### config.mk
export PLATFORM = sky130hd
export DESIGN_NAME = mgmt_mode_entry_exit_base_ctrl_flat
export DESIGN_NICKNAME = d
export VERILOG_FILES = /design/src/mgmt_pkg.sv /design/src/mgmt_if.sv /design/src/mgmt_mode_entry_exit_base_ctrl.sv /design/src/flat_wrapper.sv
export VERILOG_INCLUDE_DIRS = /design/src
export SDC_FILE = /design/constraint.sdc
export NUM_CORES = 1
export LEC_CHECK = 0
export BUFFER_PORTS_ARGS = -buffer_cell sky130_fd_sc_hd__buf_2
export CAP_MARGIN = 25
export CORE_AREA = 10 10 192 194
export CTS_CLUSTER_DIAMETER = 80
export DETAILED_ROUTE_END_ITERATION = 8
export DIE_AREA = 0 0 202 204
export MAX_ROUTING_LAYER = met4
export PLACE_DENSITY = 0.77
export SLEW_MARGIN = 5
export SYNTH_ARGS = -nofsm -noshare
export SYNTH_HDL_FRONTEND = slang
export SYNTH_SLANG_ARGS = --single-unit
### constraint.sdc
create_clock -name mclk_in -period 5.15 [get_ports mclk_in]
set_input_delay 1.2875 -clock mclk_in [delete_from_list [all_inputs] [get_ports mclk_in]]
set_output_delay 1.2875 -clock mclk_in [all_outputs]
set_load 0.005 [all_outputs]
### src/mgmt_defines.svh
// Purpose: Shared constants for the management-mode controller and its system logic.
// Assumes: Byte addresses are 32 bits wide; the save area sits at a fixed offset from the base.
// Notes:   Offsets marked as chosen here have no fixed place in the save-area layout.
`ifndef MGMT_DEFINES_SVH
`define MGMT_DEFINES_SVH

// Base address after reset and entry-time offsets.
`define MM_BASE_RESET       32'h0003_0000
`define MM_SAVE_AREA_OFF    16'hFE00
`define MM_ENTRY_OFF        32'h0000_8000
`define MM_SAVE_AREA_BYTES  32'h0000_0200

// Save-area slots, as offsets from the base.
`define MM_OFF_CS_SEL       16'hFE10
`define MM_OFF_RESTART      16'hFEC8
`define MM_OFF_REVISION     16'hFEFC
`define MM_OFF_BASE_IMAGE   16'hFF00
`define MM_OFF_FLAGS        16'hFF70
`define MM_OFF_IP           16'hFF78
`define MM_SAVE_ITEMS       6

// Revision identifier: bit 17 flags base relocation; the low value is arbitrary.
`define MM_REV_RELOC_BIT    17
`define MM_REV_LOW_VALUE    32'h0000_0064

// Management RAM size limits and the fully backed top region.
`define MM_RAM_DEFAULT_BYTES 32'h0001_0000
`define MM_RAM_MIN_BYTES     32'h0000_8000
`define MM_TOP_BACKED_BYTES  32'h0000_8000

// Highest address reachable without a 32-bit address-size override.
`define MM_MAX_REAL_ADDR    32'h0010_FFEF

`endif

### src/mgmt_pkg.sv
// Purpose: Types shared by the management-mode controller.
// Assumes: Constants live in mgmt_defines.svh.
// Notes:   One-hot state codes are written out.
package mgmt_pkg;

    typedef enum logic [3:0] {
        ST_NORMAL  = 4'b0001,
        ST_SAVE    = 4'b0010,
        ST_MGMT    = 4'b0100,
        ST_RESTORE = 4'b1000
    } mode_state_t;

endpackage : mgmt_pkg

### src/mgmt_if.sv
// Purpose: Link between the processor's management-mode logic and the system logic.
// Assumes: One clock shared by both ends; the system answers every request one cycle later.
// Notes:   The device holds sys_mgmt_mode high for the whole stay in management mode.
`timescale 1ns/10ps
`default_nettype none

interface mgmt_if;
    logic        sys_mgmt_mode;
    logic        req;
    logic        we;
    logic [3:0]  be;
    logic [31:0] addr;
    logic [31:0] wdata;
    logic [31:0] rdata;
    logic        ack;

    modport dev (output sys_mgmt_mode, output req, output we, output be, output addr, output wdata,
                 input rdata, input ack);
    modport sys (input sys_mgmt_mode, input req, input we, input be, input addr, input wdata,
                 output rdata, output ack);
endinterface : mgmt_if

`default_nettype wire

### src/mgmt_mode_entry_exit_base_ctrl.sv
// What this block does
// - Save processor state to management RAM first
// - Disable normal interrupts while in management mode
// - Resume instruction restores state, leaves mode
// - No translation; real-like addressing up to 4G
// - Restart flags are bits 0 and 1 of one 16-bit entry
// - Fault address register is never saved
// - No external writeback-and-invalidate input exists
// - Management RAM 64K default, 32K to 4G
// - System steers memory by mode entry/exit
// - Entry loads code selector, 3000h by default
// - System backs top 32K fully
// - Top 512 bytes form the save area
// - Base register resets to 30000h
// - Revision identifier bit 17 always set
// - Base changes only via saved image
// - Save at base+FE00h, fetch at base+8000h
// - Relocated base persists until changed or reset
// - 16-bit sizes, selector shifted four bits
// - Highest address without override is 10FFEFh
// - Software keeps relocated base below 4G
// - Software places handler at new base+8000h
//
// Purpose: Entry into and exit from system management mode, with the relocatable base register.
// Assumes: The system end acks each request exactly one cycle after it; handler holds h_req_in until h_ack_out.
// Notes:   A resume request waits until any handler access in flight has been answered.
//
// Implementation choices: the address-and-strobe port and the address map.
`include "mgmt_defines.svh"
`timescale 1ns/10ps
`default_nettype none

module mgmt_mode_entry_exit_base_ctrl
    import mgmt_pkg::*;
#(
    parameter int unsigned SAVE_ITEMS = `MM_SAVE_ITEMS
) (
    // Clock and reset.
    input  wire logic        mclk_in,
    input  wire logic        srst_in,
    // Link to system logic.
    mgmt_if.dev              link,
    // Core events.
    input  wire logic        mgmt_interrupt_in,
    input  wire logic        mode_resume_instruction_in,
    // Core state to save.
    input  wire logic [15:0] core_cs_in,
    input  wire logic [31:0] core_ip_in,
    input  wire logic [31:0] core_flags_in,
    input  wire logic        auto_halt_in,
    input  wire logic        io_restart_in,
    // Handler memory access.
    input  wire logic        h_req_in,
    input  wire logic        h_we_in,
    input  wire logic [3:0]  h_be_in,
    input  wire logic [15:0] h_seg_in,
    input  wire logic [31:0] h_off_in,
    input  wire logic        h_addr32_in,
    input  wire logic [31:0] h_wdata_in,
    output logic             h_ack_out,
    output logic [31:0]      h_rdata_out,
    // Mode and control outputs.
    output logic             sys_mgmt_mode_out,
    output logic             int_enable_out,
    output logic             paging_enable_out,
    output logic             opsize16_out,
    output logic             fetch_start_out,
    output logic [31:0]      fetch_addr_out,
    output logic [15:0]      cs_sel_out,
    output logic [31:0]      mgmt_ram_base_out,
    output logic [31:0]      revision_id_out,
    // Restored state.
    output logic             restore_done_out,
    output logic [15:0]      restored_cs_out,
    output logic [31:0]      restored_ip_out,
    output logic [31:0]      restored_flags_out,
    output logic             restored_halt_out,
    output logic             restored_io_out
);

    localparam logic [2:0]  LAST_STEP = 3'(SAVE_ITEMS - 1);
    localparam logic [31:0] REV_ID    = `MM_REV_LOW_VALUE | (32'h0000_0001 << `MM_REV_RELOC_BIT);

    // Save-area slot for each step; save and restore walk the same list.
    function automatic logic [15:0] save_offset(input logic [2:0] idx);
        case (idx)
            3'd0:    save_offset = `MM_OFF_CS_SEL;
            3'd1:    save_offset = `MM_OFF_FLAGS;
            3'd2:    save_offset = `MM_OFF_IP;
            3'd3:    save_offset = `MM_OFF_RESTART;
            3'd4:    save_offset = `MM_OFF_REVISION;
            default: save_offset = `MM_OFF_BASE_IMAGE;
        endcase
    endfunction : save_offset

    // Real-mode-like address: selector shifted four bits plus a 16-bit offset, unless overridden.
    function automatic logic [31:0] real_addr(input logic [15:0] sel, input logic [31:0] off, input logic ovr);
        logic [31:0] seg_base;
        seg_base = {12'h000, sel, 4'h0};
        if (ovr) begin
            real_addr = seg_base + off;
        end else begin
            real_addr = seg_base + {16'h0000, off[15:0]};
        end
    endfunction : real_addr

    mode_state_t state_r;
    mode_state_t state_nxt;
    logic        irq_s1_r;
    logic        irq_s2_r;
    logic        irq_s3_r;
    logic        pend_r;
    logic        resume_r;
    logic        wait_r;
    logic [2:0]  step_r;
    logic [31:0] base_r;
    logic        req_r;
    logic        we_r;
    logic [3:0]  be_r;
    logic [31:0] addr_r;
    logic [31:0] wdata_r;

    // Decode of the current step and the handler path.
    wire         irq_edge   = irq_s2_r & ~irq_s3_r;
    wire         take       = (state_r == ST_NORMAL) & pend_r;
    wire         last_step  = (step_r == LAST_STEP);
    wire         seq_state  = (state_r == ST_SAVE) | (state_r == ST_RESTORE);
    wire         seq_issue  = seq_state & ~wait_r;
    wire         h_issue    = (state_r == ST_MGMT) & h_req_in & ~wait_r & ~h_ack_out & ~resume_r;
    wire         seq_ack    = seq_state & link.ack;
    wire [31:0]  area_addr  = base_r + {16'h0000, save_offset(step_r)};
    wire [31:0]  h_phys     = real_addr(h_seg_in, h_off_in, h_addr32_in);
    wire [3:0]   seq_be     = (step_r == 3'd3) ? 4'b0011 : 4'b1111;
    // The fault address register has no slot here, so the handler must keep it itself.
    wire [31:0]  save_word  = (step_r == 3'd0) ? {16'h0000, core_cs_in} :
                              (step_r == 3'd1) ? core_flags_in :
                              (step_r == 3'd2) ? core_ip_in :
                              (step_r == 3'd3) ? {24'h00_0000, 6'h00, auto_halt_in, io_restart_in} :
                              (step_r == 3'd4) ? REV_ID : base_r;

    // Next-state logic of the mode sequencer.
    always_comb begin
        state_nxt = state_r;
        case (state_r)
            ST_NORMAL: begin
                if (take) begin
                    state_nxt = ST_SAVE;
                end
            end
            ST_SAVE: begin
                if (seq_ack & last_step) begin
                    state_nxt = ST_MGMT;
                end
            end
            ST_MGMT: begin
                if (resume_r & ~wait_r & ~h_ack_out) begin
                    state_nxt = ST_RESTORE;
                end
            end
            ST_RESTORE: begin
                if (seq_ack & last_step) begin
                    state_nxt = ST_NORMAL;
                end
            end
            default: state_nxt = ST_NORMAL;
        endcase
    end

    // Interrupt pin synchroniser; the second and third stages feed the edge detector.
    always_ff @(posedge mclk_in) begin
        if (srst_in) begin
            irq_s1_r <= 1'b0;
            irq_s2_r <= 1'b0;
            irq_s3_r <= 1'b0;
        end else begin
            irq_s1_r <= mgmt_interrupt_in;
            irq_s2_r <= irq_s1_r;
            irq_s3_r <= irq_s2_r;
        end
    end

    // Pending interrupt and resume requests; a new event beats the clear in the same cycle.
    always_ff @(posedge mclk_in) begin
        if (srst_in) begin
            pend_r   <= 1'b0;
            resume_r <= 1'b0;
        end else begin
            pend_r   <= irq_edge | (pend_r & ~take);
            resume_r <= ((state_r == ST_MGMT) & mode_resume_instruction_in) | (resume_r & (state_nxt == ST_MGMT));
        end
    end

    // State, step counter and the wait-for-ack flag.
    always_ff @(posedge mclk_in) begin
        if (srst_in) begin
            state_r <= ST_NORMAL;
            step_r  <= 3'd0;
            wait_r  <= 1'b0;
        end else begin
            state_r <= state_nxt;
            wait_r  <= (seq_issue | h_issue) | (wait_r & ~link.ack);
            step_r  <= (state_nxt != state_r) ? 3'd0 : (seq_ack ? step_r + 3'd1 : step_r);
        end
    end

    // Memory request registers toward the system logic.
    always_ff @(posedge mclk_in) begin
        if (srst_in) begin
            req_r   <= 1'b0;
            we_r    <= 1'b0;
            be_r    <= 4'b0000;
            addr_r  <= 32'h0000_0000;
            wdata_r <= 32'h0000_0000;
        end else begin
            req_r <= seq_issue | h_issue;
            if (seq_issue) begin
                we_r    <= (state_r == ST_SAVE);
                be_r    <= seq_be;
                addr_r  <= area_addr;
                wdata_r <= save_word;
            end else if (h_issue) begin
                we_r    <= h_we_in;
                be_r    <= h_be_in;
                addr_r  <= h_phys;
                wdata_r <= h_wdata_in;
            end
        end
    end

    // Mode flags follow the next state so they change one cycle before the first save request.
    always_ff @(posedge mclk_in) begin
        if (srst_in) begin
            sys_mgmt_mode_out <= 1'b0;
            int_enable_out    <= 1'b1;
            paging_enable_out <= 1'b1;
            opsize16_out      <= 1'b0;
            revision_id_out   <= REV_ID;
        end else begin
            sys_mgmt_mode_out <= (state_nxt != ST_NORMAL);
            int_enable_out    <= (state_nxt == ST_NORMAL);
            paging_enable_out <= (state_nxt == ST_NORMAL);
            opsize16_out      <= (state_nxt != ST_NORMAL);
            revision_id_out   <= REV_ID;
        end
    end

    // Base register: reset value, otherwise reloaded only from the saved image on exit.
    always_ff @(posedge mclk_in) begin
        if (srst_in) begin
            base_r <= `MM_BASE_RESET;
        end else if (seq_ack & (state_r == ST_RESTORE) & (step_r == 3'd5)) begin
            base_r <= link.rdata;
        end
    end

    // Entry outputs: handler fetch address and the code selector.
    always_ff @(posedge mclk_in) begin
        if (srst_in) begin
            fetch_start_out <= 1'b0;
            fetch_addr_out  <= 32'h0000_0000;
            cs_sel_out      <= 16'h0000;
        end else begin
            fetch_start_out <= seq_ack & last_step & (state_r == ST_SAVE);
            if (seq_ack & last_step & (state_r == ST_SAVE)) begin
                fetch_addr_out <= base_r + `MM_ENTRY_OFF;
                cs_sel_out     <= base_r[19:4];
            end
        end
    end

    // Handler answers and restored state.
    always_ff @(posedge mclk_in) begin
        if (srst_in) begin
            h_ack_out          <= 1'b0;
            h_rdata_out        <= 32'h0000_0000;
            restore_done_out   <= 1'b0;
            restored_cs_out    <= 16'h0000;
            restored_ip_out    <= 32'h0000_0000;
            restored_flags_out <= 32'h0000_0000;
            restored_halt_out  <= 1'b0;
            restored_io_out    <= 1'b0;
        end else begin
            h_ack_out        <= (state_r == ST_MGMT) & link.ack;
            restore_done_out <= seq_ack & last_step & (state_r == ST_RESTORE);
            if ((state_r == ST_MGMT) & link.ack) begin
                h_rdata_out <= link.rdata;
            end
            if (seq_ack & (state_r == ST_RESTORE)) begin
                case (step_r)
                    3'd0:    restored_cs_out    <= link.rdata[15:0];
                    3'd1:    restored_flags_out <= link.rdata;
                    3'd2:    restored_ip_out    <= link.rdata;
                    3'd3: begin
                        restored_io_out   <= link.rdata[0];
                        restored_halt_out <= link.rdata[1];
                    end
                    default: restored_cs_out <= restored_cs_out;
                endcase
            end
        end
    end

    // Link drive; there is deliberately no writeback-and-invalidate strobe on this port.
    assign link.req           = req_r;
    assign link.we            = we_r;
    assign link.be            = be_r;
    assign link.addr          = addr_r;
    assign link.wdata         = wdata_r;
    assign link.sys_mgmt_mode = sys_mgmt_mode_out;
    assign mgmt_ram_base_out  = base_r;

endmodule : mgmt_mode_entry_exit_base_ctrl

`default_nettype wire

### src/flat_wrapper.sv
// flat-port wrapper written by rule: the top's interface ports become plain ports
module mgmt_mode_entry_exit_base_ctrl_flat import mgmt_pkg::*;
#(
    parameter int unsigned SAVE_ITEMS = `MM_SAVE_ITEMS
)
  (mclk_in, srst_in, mgmt_interrupt_in, mode_resume_instruction_in, core_cs_in, core_ip_in, core_flags_in, auto_halt_in, io_restart_in, h_req_in, h_we_in, h_be_in, h_seg_in, h_off_in, h_addr32_in, h_wdata_in, h_ack_out, h_rdata_out, sys_mgmt_mode_out, int_enable_out, paging_enable_out, opsize16_out, fetch_start_out, fetch_addr_out, cs_sel_out, mgmt_ram_base_out, revision_id_out, restore_done_out, restored_cs_out, restored_ip_out, restored_flags_out, restored_halt_out, restored_io_out, link_sys_mgmt_mode, link_req, link_we, link_be, link_addr, link_wdata, link_rdata, link_ack);
  mgmt_if link_i ();
  input  wire logic mclk_in;
  input  wire logic srst_in;
  input  wire logic mgmt_interrupt_in;
  input  wire logic mode_resume_instruction_in;
  input  wire logic [15:0] core_cs_in;
  input  wire logic [31:0] core_ip_in;
  input  wire logic [31:0] core_flags_in;
  input  wire logic auto_halt_in;
  input  wire logic io_restart_in;
  input  wire logic h_req_in;
  input  wire logic h_we_in;
  input  wire logic [3:0] h_be_in;
  input  wire logic [15:0] h_seg_in;
  input  wire logic [31:0] h_off_in;
  input  wire logic h_addr32_in;
  input  wire logic [31:0] h_wdata_in;
  output logic h_ack_out;
  output logic [31:0] h_rdata_out;
  output logic sys_mgmt_mode_out;
  output logic int_enable_out;
  output logic paging_enable_out;
  output logic opsize16_out;
  output logic fetch_start_out;
  output logic [31:0] fetch_addr_out;
  output logic [15:0] cs_sel_out;
  output logic [31:0] mgmt_ram_base_out;
  output logic [31:0] revision_id_out;
  output logic restore_done_out;
  output logic [15:0] restored_cs_out;
  output logic [31:0] restored_ip_out;
  output logic [31:0] restored_flags_out;
  output logic restored_halt_out;
  output logic restored_io_out;
  output wire logic [$bits(link_i.sys_mgmt_mode)-1:0] link_sys_mgmt_mode;
  output wire logic [$bits(link_i.req)-1:0] link_req;
  output wire logic [$bits(link_i.we)-1:0] link_we;
  output wire logic [$bits(link_i.be)-1:0] link_be;
  output wire logic [$bits(link_i.addr)-1:0] link_addr;
  output wire logic [$bits(link_i.wdata)-1:0] link_wdata;
  input wire logic [$bits(link_i.rdata)-1:0] link_rdata;
  input wire logic [$bits(link_i.ack)-1:0] link_ack;
  assign link_sys_mgmt_mode = link_i.sys_mgmt_mode;
  assign link_req = link_i.req;
  assign link_we = link_i.we;
  assign link_be = link_i.be;
  assign link_addr = link_i.addr;
  assign link_wdata = link_i.wdata;
  assign link_i.rdata = link_rdata;
  assign link_i.ack = link_ack;
  mgmt_mode_entry_exit_base_ctrl #(.SAVE_ITEMS(SAVE_ITEMS)) u_core (.mclk_in(mclk_in), .srst_in(srst_in), .link(link_i), .mgmt_interrupt_in(mgmt_interrupt_in), .mode_resume_instruction_in(mode_resume_instruction_in), .core_cs_in(core_cs_in), .core_ip_in(core_ip_in), .core_flags_in(core_flags_in), .auto_halt_in(auto_halt_in), .io_restart_in(io_restart_in), .h_req_in(h_req_in), .h_we_in(h_we_in), .h_be_in(h_be_in), .h_seg_in(h_seg_in), .h_off_in(h_off_in), .h_addr32_in(h_addr32_in), .h_wdata_in(h_wdata_in), .h_ack_out(h_ack_out), .h_rdata_out(h_rdata_out), .sys_mgmt_mode_out(sys_mgmt_mode_out), .int_enable_out(int_enable_out), .paging_enable_out(paging_enable_out), .opsize16_out(opsize16_out), .fetch_start_out(fetch_start_out), .fetch_addr_out(fetch_addr_out), .cs_sel_out(cs_sel_out), .mgmt_ram_base_out(mgmt_ram_base_out), .revision_id_out(revision_id_out), .restore_done_out(restore_done_out), .restored_cs_out(restored_cs_out), .restored_ip_out(restored_ip_out), .restored_flags_out(restored_flags_out), .restored_halt_out(restored_halt_out), .restored_io_out(restored_io_out));
endmodule
Word level (Yosys, flattened, before mapping):

Cells that the tools add are included.

* register bits: 282
* latch bits: 0
* bits in writable memories: 0
* memory bits (read-only): 0
* memories: 0

* add/subtract/negate cells: 5
* multiply operators: 0
* divide/modulo/power cells: 0
* $lt $le $gt $ge: 0
* equal/unequal tests: 13
* shift-type cells: 0
* multiplexer cells: 21
* bitwise operators: 31
* reductions and logical operators: 7

Operators with widths (count)
* two-way mux 32 bit: 10
* case mux 9 bit (5 select lines): 1
* adder 20 x 32 -> 32 bit: 1
* adder 32 x 16 -> 32 bit: 1
* adder 32 x 16 -> 32 bit (second input constant): 1
* two-way mux 4 bit: 7
* adder 20 x 16 -> 21 bit: 1
* AND 1 bit: 20
* case mux 4 bit (4 select lines): 1
* equality test 4 x 1 -> 1 bit (second input constant): 2
* equality test 4 x 3 -> 1 bit (second input constant): 2
* AND reduction 2 bit: 4
* equality test 3 x 2 -> 1 bit (second input constant): 2
* equality test 3 bit (second input constant): 2
* NOT 1 bit: 6
* bitwise OR 1 bit: 5
* equality test 4 x 2 -> 1 bit (second input constant): 1
* equality test 4 bit (second input constant): 1
* inequality test 4 x 1 -> 1 bit (second input constant): 1
* inequality test 4 bit: 1
* adder 3 x 1 -> 3 bit (second input constant): 1
* equality test 3 x 1 -> 1 bit (second input constant): 1
* zero test 3 bit: 1
* two-way mux 1 bit: 2
* other kinds (2): 2

Logic depth before layout (Yosys ltp):

* depth after elaboration: 9
* depth in mapped cells: 15
* mapped depth without buffers: 14

Worst setup path before layout:

Ideal clock, no wire load.

* kind: register to register
* from: register u_core.step_r[2]
* to: register u_core.addr_r[20], in the netlist u_core.link.addr[20]
* library setup time: 0.133 ns
* arrival time: 3.484 ns
* data required time: 5.017 ns
* slack: 1.534 ns
* cell stages (with the launch flop): 16
* buffers on the path: 2
* clock period less this slack: 3.616 ns
* cells stage by stage: dfxtp_1 > buf_2 > inv_1 > ha_1 > nand2b_1 > nor2_1 > clkbuf_1 > inv_1 > fa_1 > a211o_1 > a211oi_2 > o21ai_1 > nor3b_1 > a2111o_1 > a21oi_1 > a31oi_1

* longest elaborated chain between the ends: 4

RTL lines
* from (decl): RTL line mgmt_mode_entry_exit_base_ctrl.sv:115 `logic [2:0] step_r;`
* from (signal assigned): RTL line mgmt_mode_entry_exit_base_ctrl.sv:202 `step_r <= (state_nxt != state_r) ? 3'd0 : (seq_ack ? step_r + 3'd1 : step_r);`
* equality test 3 bit (tied with other cells): RTL line mgmt_mode_entry_exit_base_ctrl.sv:86 `case (idx)`
* case mux 9 bit (5 select lines) *: RTL line mgmt_mode_entry_exit_base_ctrl.sv:86
* adder 32 x 16 -> 32 bit *: RTL line mgmt_mode_entry_exit_base_ctrl.sv:131 `wire [31:0] area_addr = base_r + {16'h0000, save_offset(step_r)};`
* two-way mux 32 bit *: RTL line mgmt_mode_entry_exit_base_ctrl.sv:216 `if (seq_issue) begin`
* to (signal assigned): RTL line mgmt_mode_entry_exit_base_ctrl.sv:219 `addr_r <= area_addr;`
* to (signal assigned): RTL line mgmt_mode_entry_exit_base_ctrl.sv:224 `addr_r <= h_phys;`
* to (decl): RTL line mgmt_mode_entry_exit_base_ctrl.sv:120 `logic [31:0] addr_r;`

Mark *: on every way between the ends. The rest lies on a longest branch, timed or not.
A chain may end at the register's enable or synchronous reset.

Final worst setup path:

Ends and elaborated chain as after synthesis.

==> summary.md <==
Run status
- **result of the run** finished, final reports clean

Clock network
- **TritonCTS buffer count** 34
- **CTS Sinks** 271
- **clock slew seen by the registers of the worst setup and hold paths** 0.05 ns
- **CTS tree** done
- **cells resized by post-CTS repair** 0
- **buffers inserted by post-CTS timing repair** 0
- **H-tree depth** 2
- **largest buffer count on any clock path** 3
- **buffer cell driving the clock tree root** clkbuf_16
- **clock insertion delay at the later pin of the skew report** 0.51 ns
- **quantity of hold-fixing buffers added after cts** 0

Timing
- **Fmax** 0.2727 GHz
- **final hold vios** 0
- **measured slew at the worst slew-check pin** 1.052 ns
- **worst slew slack as a fraction of its limit** 0.2989
- **minimum hold slack** 0.4364 ns
- **setup-violating endpoint count in the final report** 0
- **share of the cycle needed by the critical path after routing** 0.7120
- **Slew Viols, Final** 0
- **fin worst setup slack** 1.483 ns
- **clk_skew** 0.01317 ns
- **RSZ-0062 raised after global routing** no
- **Sum Neg Setup Slack** 0 ns
- **Min Clock Period, post-route** 3.667 ns

Global route
- **global-route wire length before repair** 84.25 mm
- **number of global-route vias before repair** 14150
- **pin count of the biggest net entering global routing** 154
- **overflow left after global routing** 0
- **combined global-route utilization of all metal layers** 0.2634
- **initial antenna violation count** 1

Critical path
- **crit path DAT** 4.02 ns
- **startpoint kind of the worst setup timing path** register
- **critical-path maximum fanout** 11
- **Setup crit end kind** register
- **Worst EP required** 5.51 ns
- **critical setup path kind** reg -> reg

Placement
- **Routability Congestion** 0.9233
- **worst-case setup slack after placement** 1.390 ns
- **number of cells after detailed placement** 2600
- **count of buffers from port buffering** 477
- **post-detail-place hpwl** 41.69 mm

Synthesis
- **post-synth top area share** 0.3982
- **post-synthesis cell type count** 84
- **fraction of registers with async set/reset** 0
- **cells taking the most area after synthesis** dfxtp_1 (40%), nand2_1 (13%), a21oi_1 (8.8%)
- **Cells after Synth** 1810
- **count of flip-flops with a built-in enable after synthesis** 0
- **most used standard cell by instance count after synthesis** nand2_1
- **Synth Register Bits** 271
- **most common flop cell mapped by yosys** dfxtp_1
- **fraction of the yosys area taken by sequential cells** 0.3982
- **number of warnings reported in the yosys synthesis log** 0
- **most used standard cells in the synthesized netlist** nand2_1 (472), dfxtp_1 (271), a21oi_1 (240), nor2_1 (153), clkbuf_1 (109)
- **average size of a mapped cell** 7.527 um2
- **leading area contributor after synthesis** dfxtp_1
- **area of the mapped netlist** 13620 um2

Flow run
- **Maximum Capacitance Violations** 0

Layout
- **ratio of cells with drive above 1 in the final layout** 0.2645
- **number of nets in the final layout** 2426
- **count of fill cells added during filler insertion** 3239
- **number of non-filler instances in the completed layout** 2662
- **Area Growth Syn to Fin** 25.47%

Detailed routing
- **number of vias per cell** 5.515
- **Wirelength per Cell** 21.36 um
- **number of detailed-routing iterations run before antenna repair** 6
- **antenna-violating nets left** 0
- **Post-Route WL** 56.86 mm
- **DR vias** 14680
- **post-detailed-route DRC marker count** 0
- **DRT iter0 DRCs** 1095

Floorplanning
- **Die Height** 204 um
- **count of boundary I/O pins** 510
- **Core Rows** 67
- **overall die width** 202 um
- **placeable core area** 33110 um2
- **die area** 41210 um2
- **Starting Density** 0.4114

Power and ir drop
- **worst supply voltage drop on vdd** 258.4 uV
- **ratio of total power to cell area** 275.5 nW/um2
- **cell leakage power** 0.007291 uW

Min path
- **worst min-delay path class** reg -> reg

==> path summary, 6_finish.rpt <==
path,slack [ns],endpoint,start,cells after the start
hold / removal,0.44,u_core.irq_s2_r,u_core.irq_s1_r,1
hold reg to reg,0.44,u_core.irq_s2_r,u_core.irq_s1_r,1
setup / recovery,1.48,u_core.link.addr[20],u_core.step_r[2],13
setup reg to reg,1.48,u_core.link.addr[20],u_core.step_r[2],13
==> registers in the layout, summed over array words and instances, names as in the netlist, 3 cells and up <==
register and cells:
u_core.link.wdata 32, u_core.h_rdata_out 32, u_core.step_r 3, u_core.link.addr 32, u_core.fetch_addr_out 21, u_core.restored_ip_out 32
u_core.link.be 4, u_core.mgmt_ram_base_out 32, u_core.cs_sel_out 16, u_core.restored_cs_out 16, u_core.state_r 4, u_core.restored_flags_out 32
==> cell families after synthesis <==
| group | Yosys count | share of synthesized area |
|---|---|---|
| and+or+nand+nor | 771 | 0.2405 |
| AOI/OAI and AO/OA | 470 | 0.2181 |
| DFF | 271 | 0.3982 |
| buffers and inverters | 202 | 0.07127 |
| xor gates and xnor gates | 54 | 0.03472 |
| adders and majority gates | 32 | 0.03049 |
| muxes | 8 | 0.006154 |
| other | 2 | 0.0005513 |
==> critical path, cell delays in order, from the launching register on <==
cell and delay [ns]:
dfxtp_1 0.63, inv_1 0.13, ha_1 0.23, nand2b_1 0.19, nor2_2 0.12, inv_1 0.08, fa_1 0.44, a211o_1 0.35
a211oi_2 0.27, o21ai_1 0.19, nor3b_1 0.19, a2111o_1 0.40, a21oi_1 0.20, a31oi_1 0.10
==> placed cells by master (no fill, tap or decap), drive strengths merged, types with 32 or more instances in the layout <==
cell	instances
a211oi	40
nand2	473
conb	32
a21oi	241
a221oi	35
buf	496
nor2	156
o21ai	46
dfxtp	271
clkbuf	49
==> per-stage QoR <==
stage | util | cell area [um2] | total power, uW
after floorplan | - | 13740 | 2325
after global placement | 0.4829 | 15990 | 2457
after detailed placement | 0.4835 | 16010 | 2458
after CTS | 0.5160 | 17090 | 4744
after global routing | 0.5160 | 17090 | 4861
final | 0.5162 | 17090 | 4709
==> routing by layer <==
metal	routed length [um]	GRT usage
met1	24170	0.3368
met3	5107	0.05991
met2	26520	0.4149
met5	0	-
met4	1063	0.06309
==> power breakdown <==
group	internal, uW	switching (uW)
registers	2100	1.92
logic	126	195
clock network	1340	946
==> cell type report <==
cell class | count | area (um2) | area share
inverter | 17 | 63.81 | 0.003733
clock buffer | 48 | 984.7 | 0.05761
antenna | 2 | 5.005 | 0.0002928
sequential | 271 | 5425 | 0.3174
tap | 448 | 560.5 | 0.03279
timing repair buffer | 497 | 2571 | 0.1504
multi-input combinational | 1367 | 7391 | 0.4324
clock inverter | 12 | 91.34 | 0.005344
(Power assumes the default switching activity.)
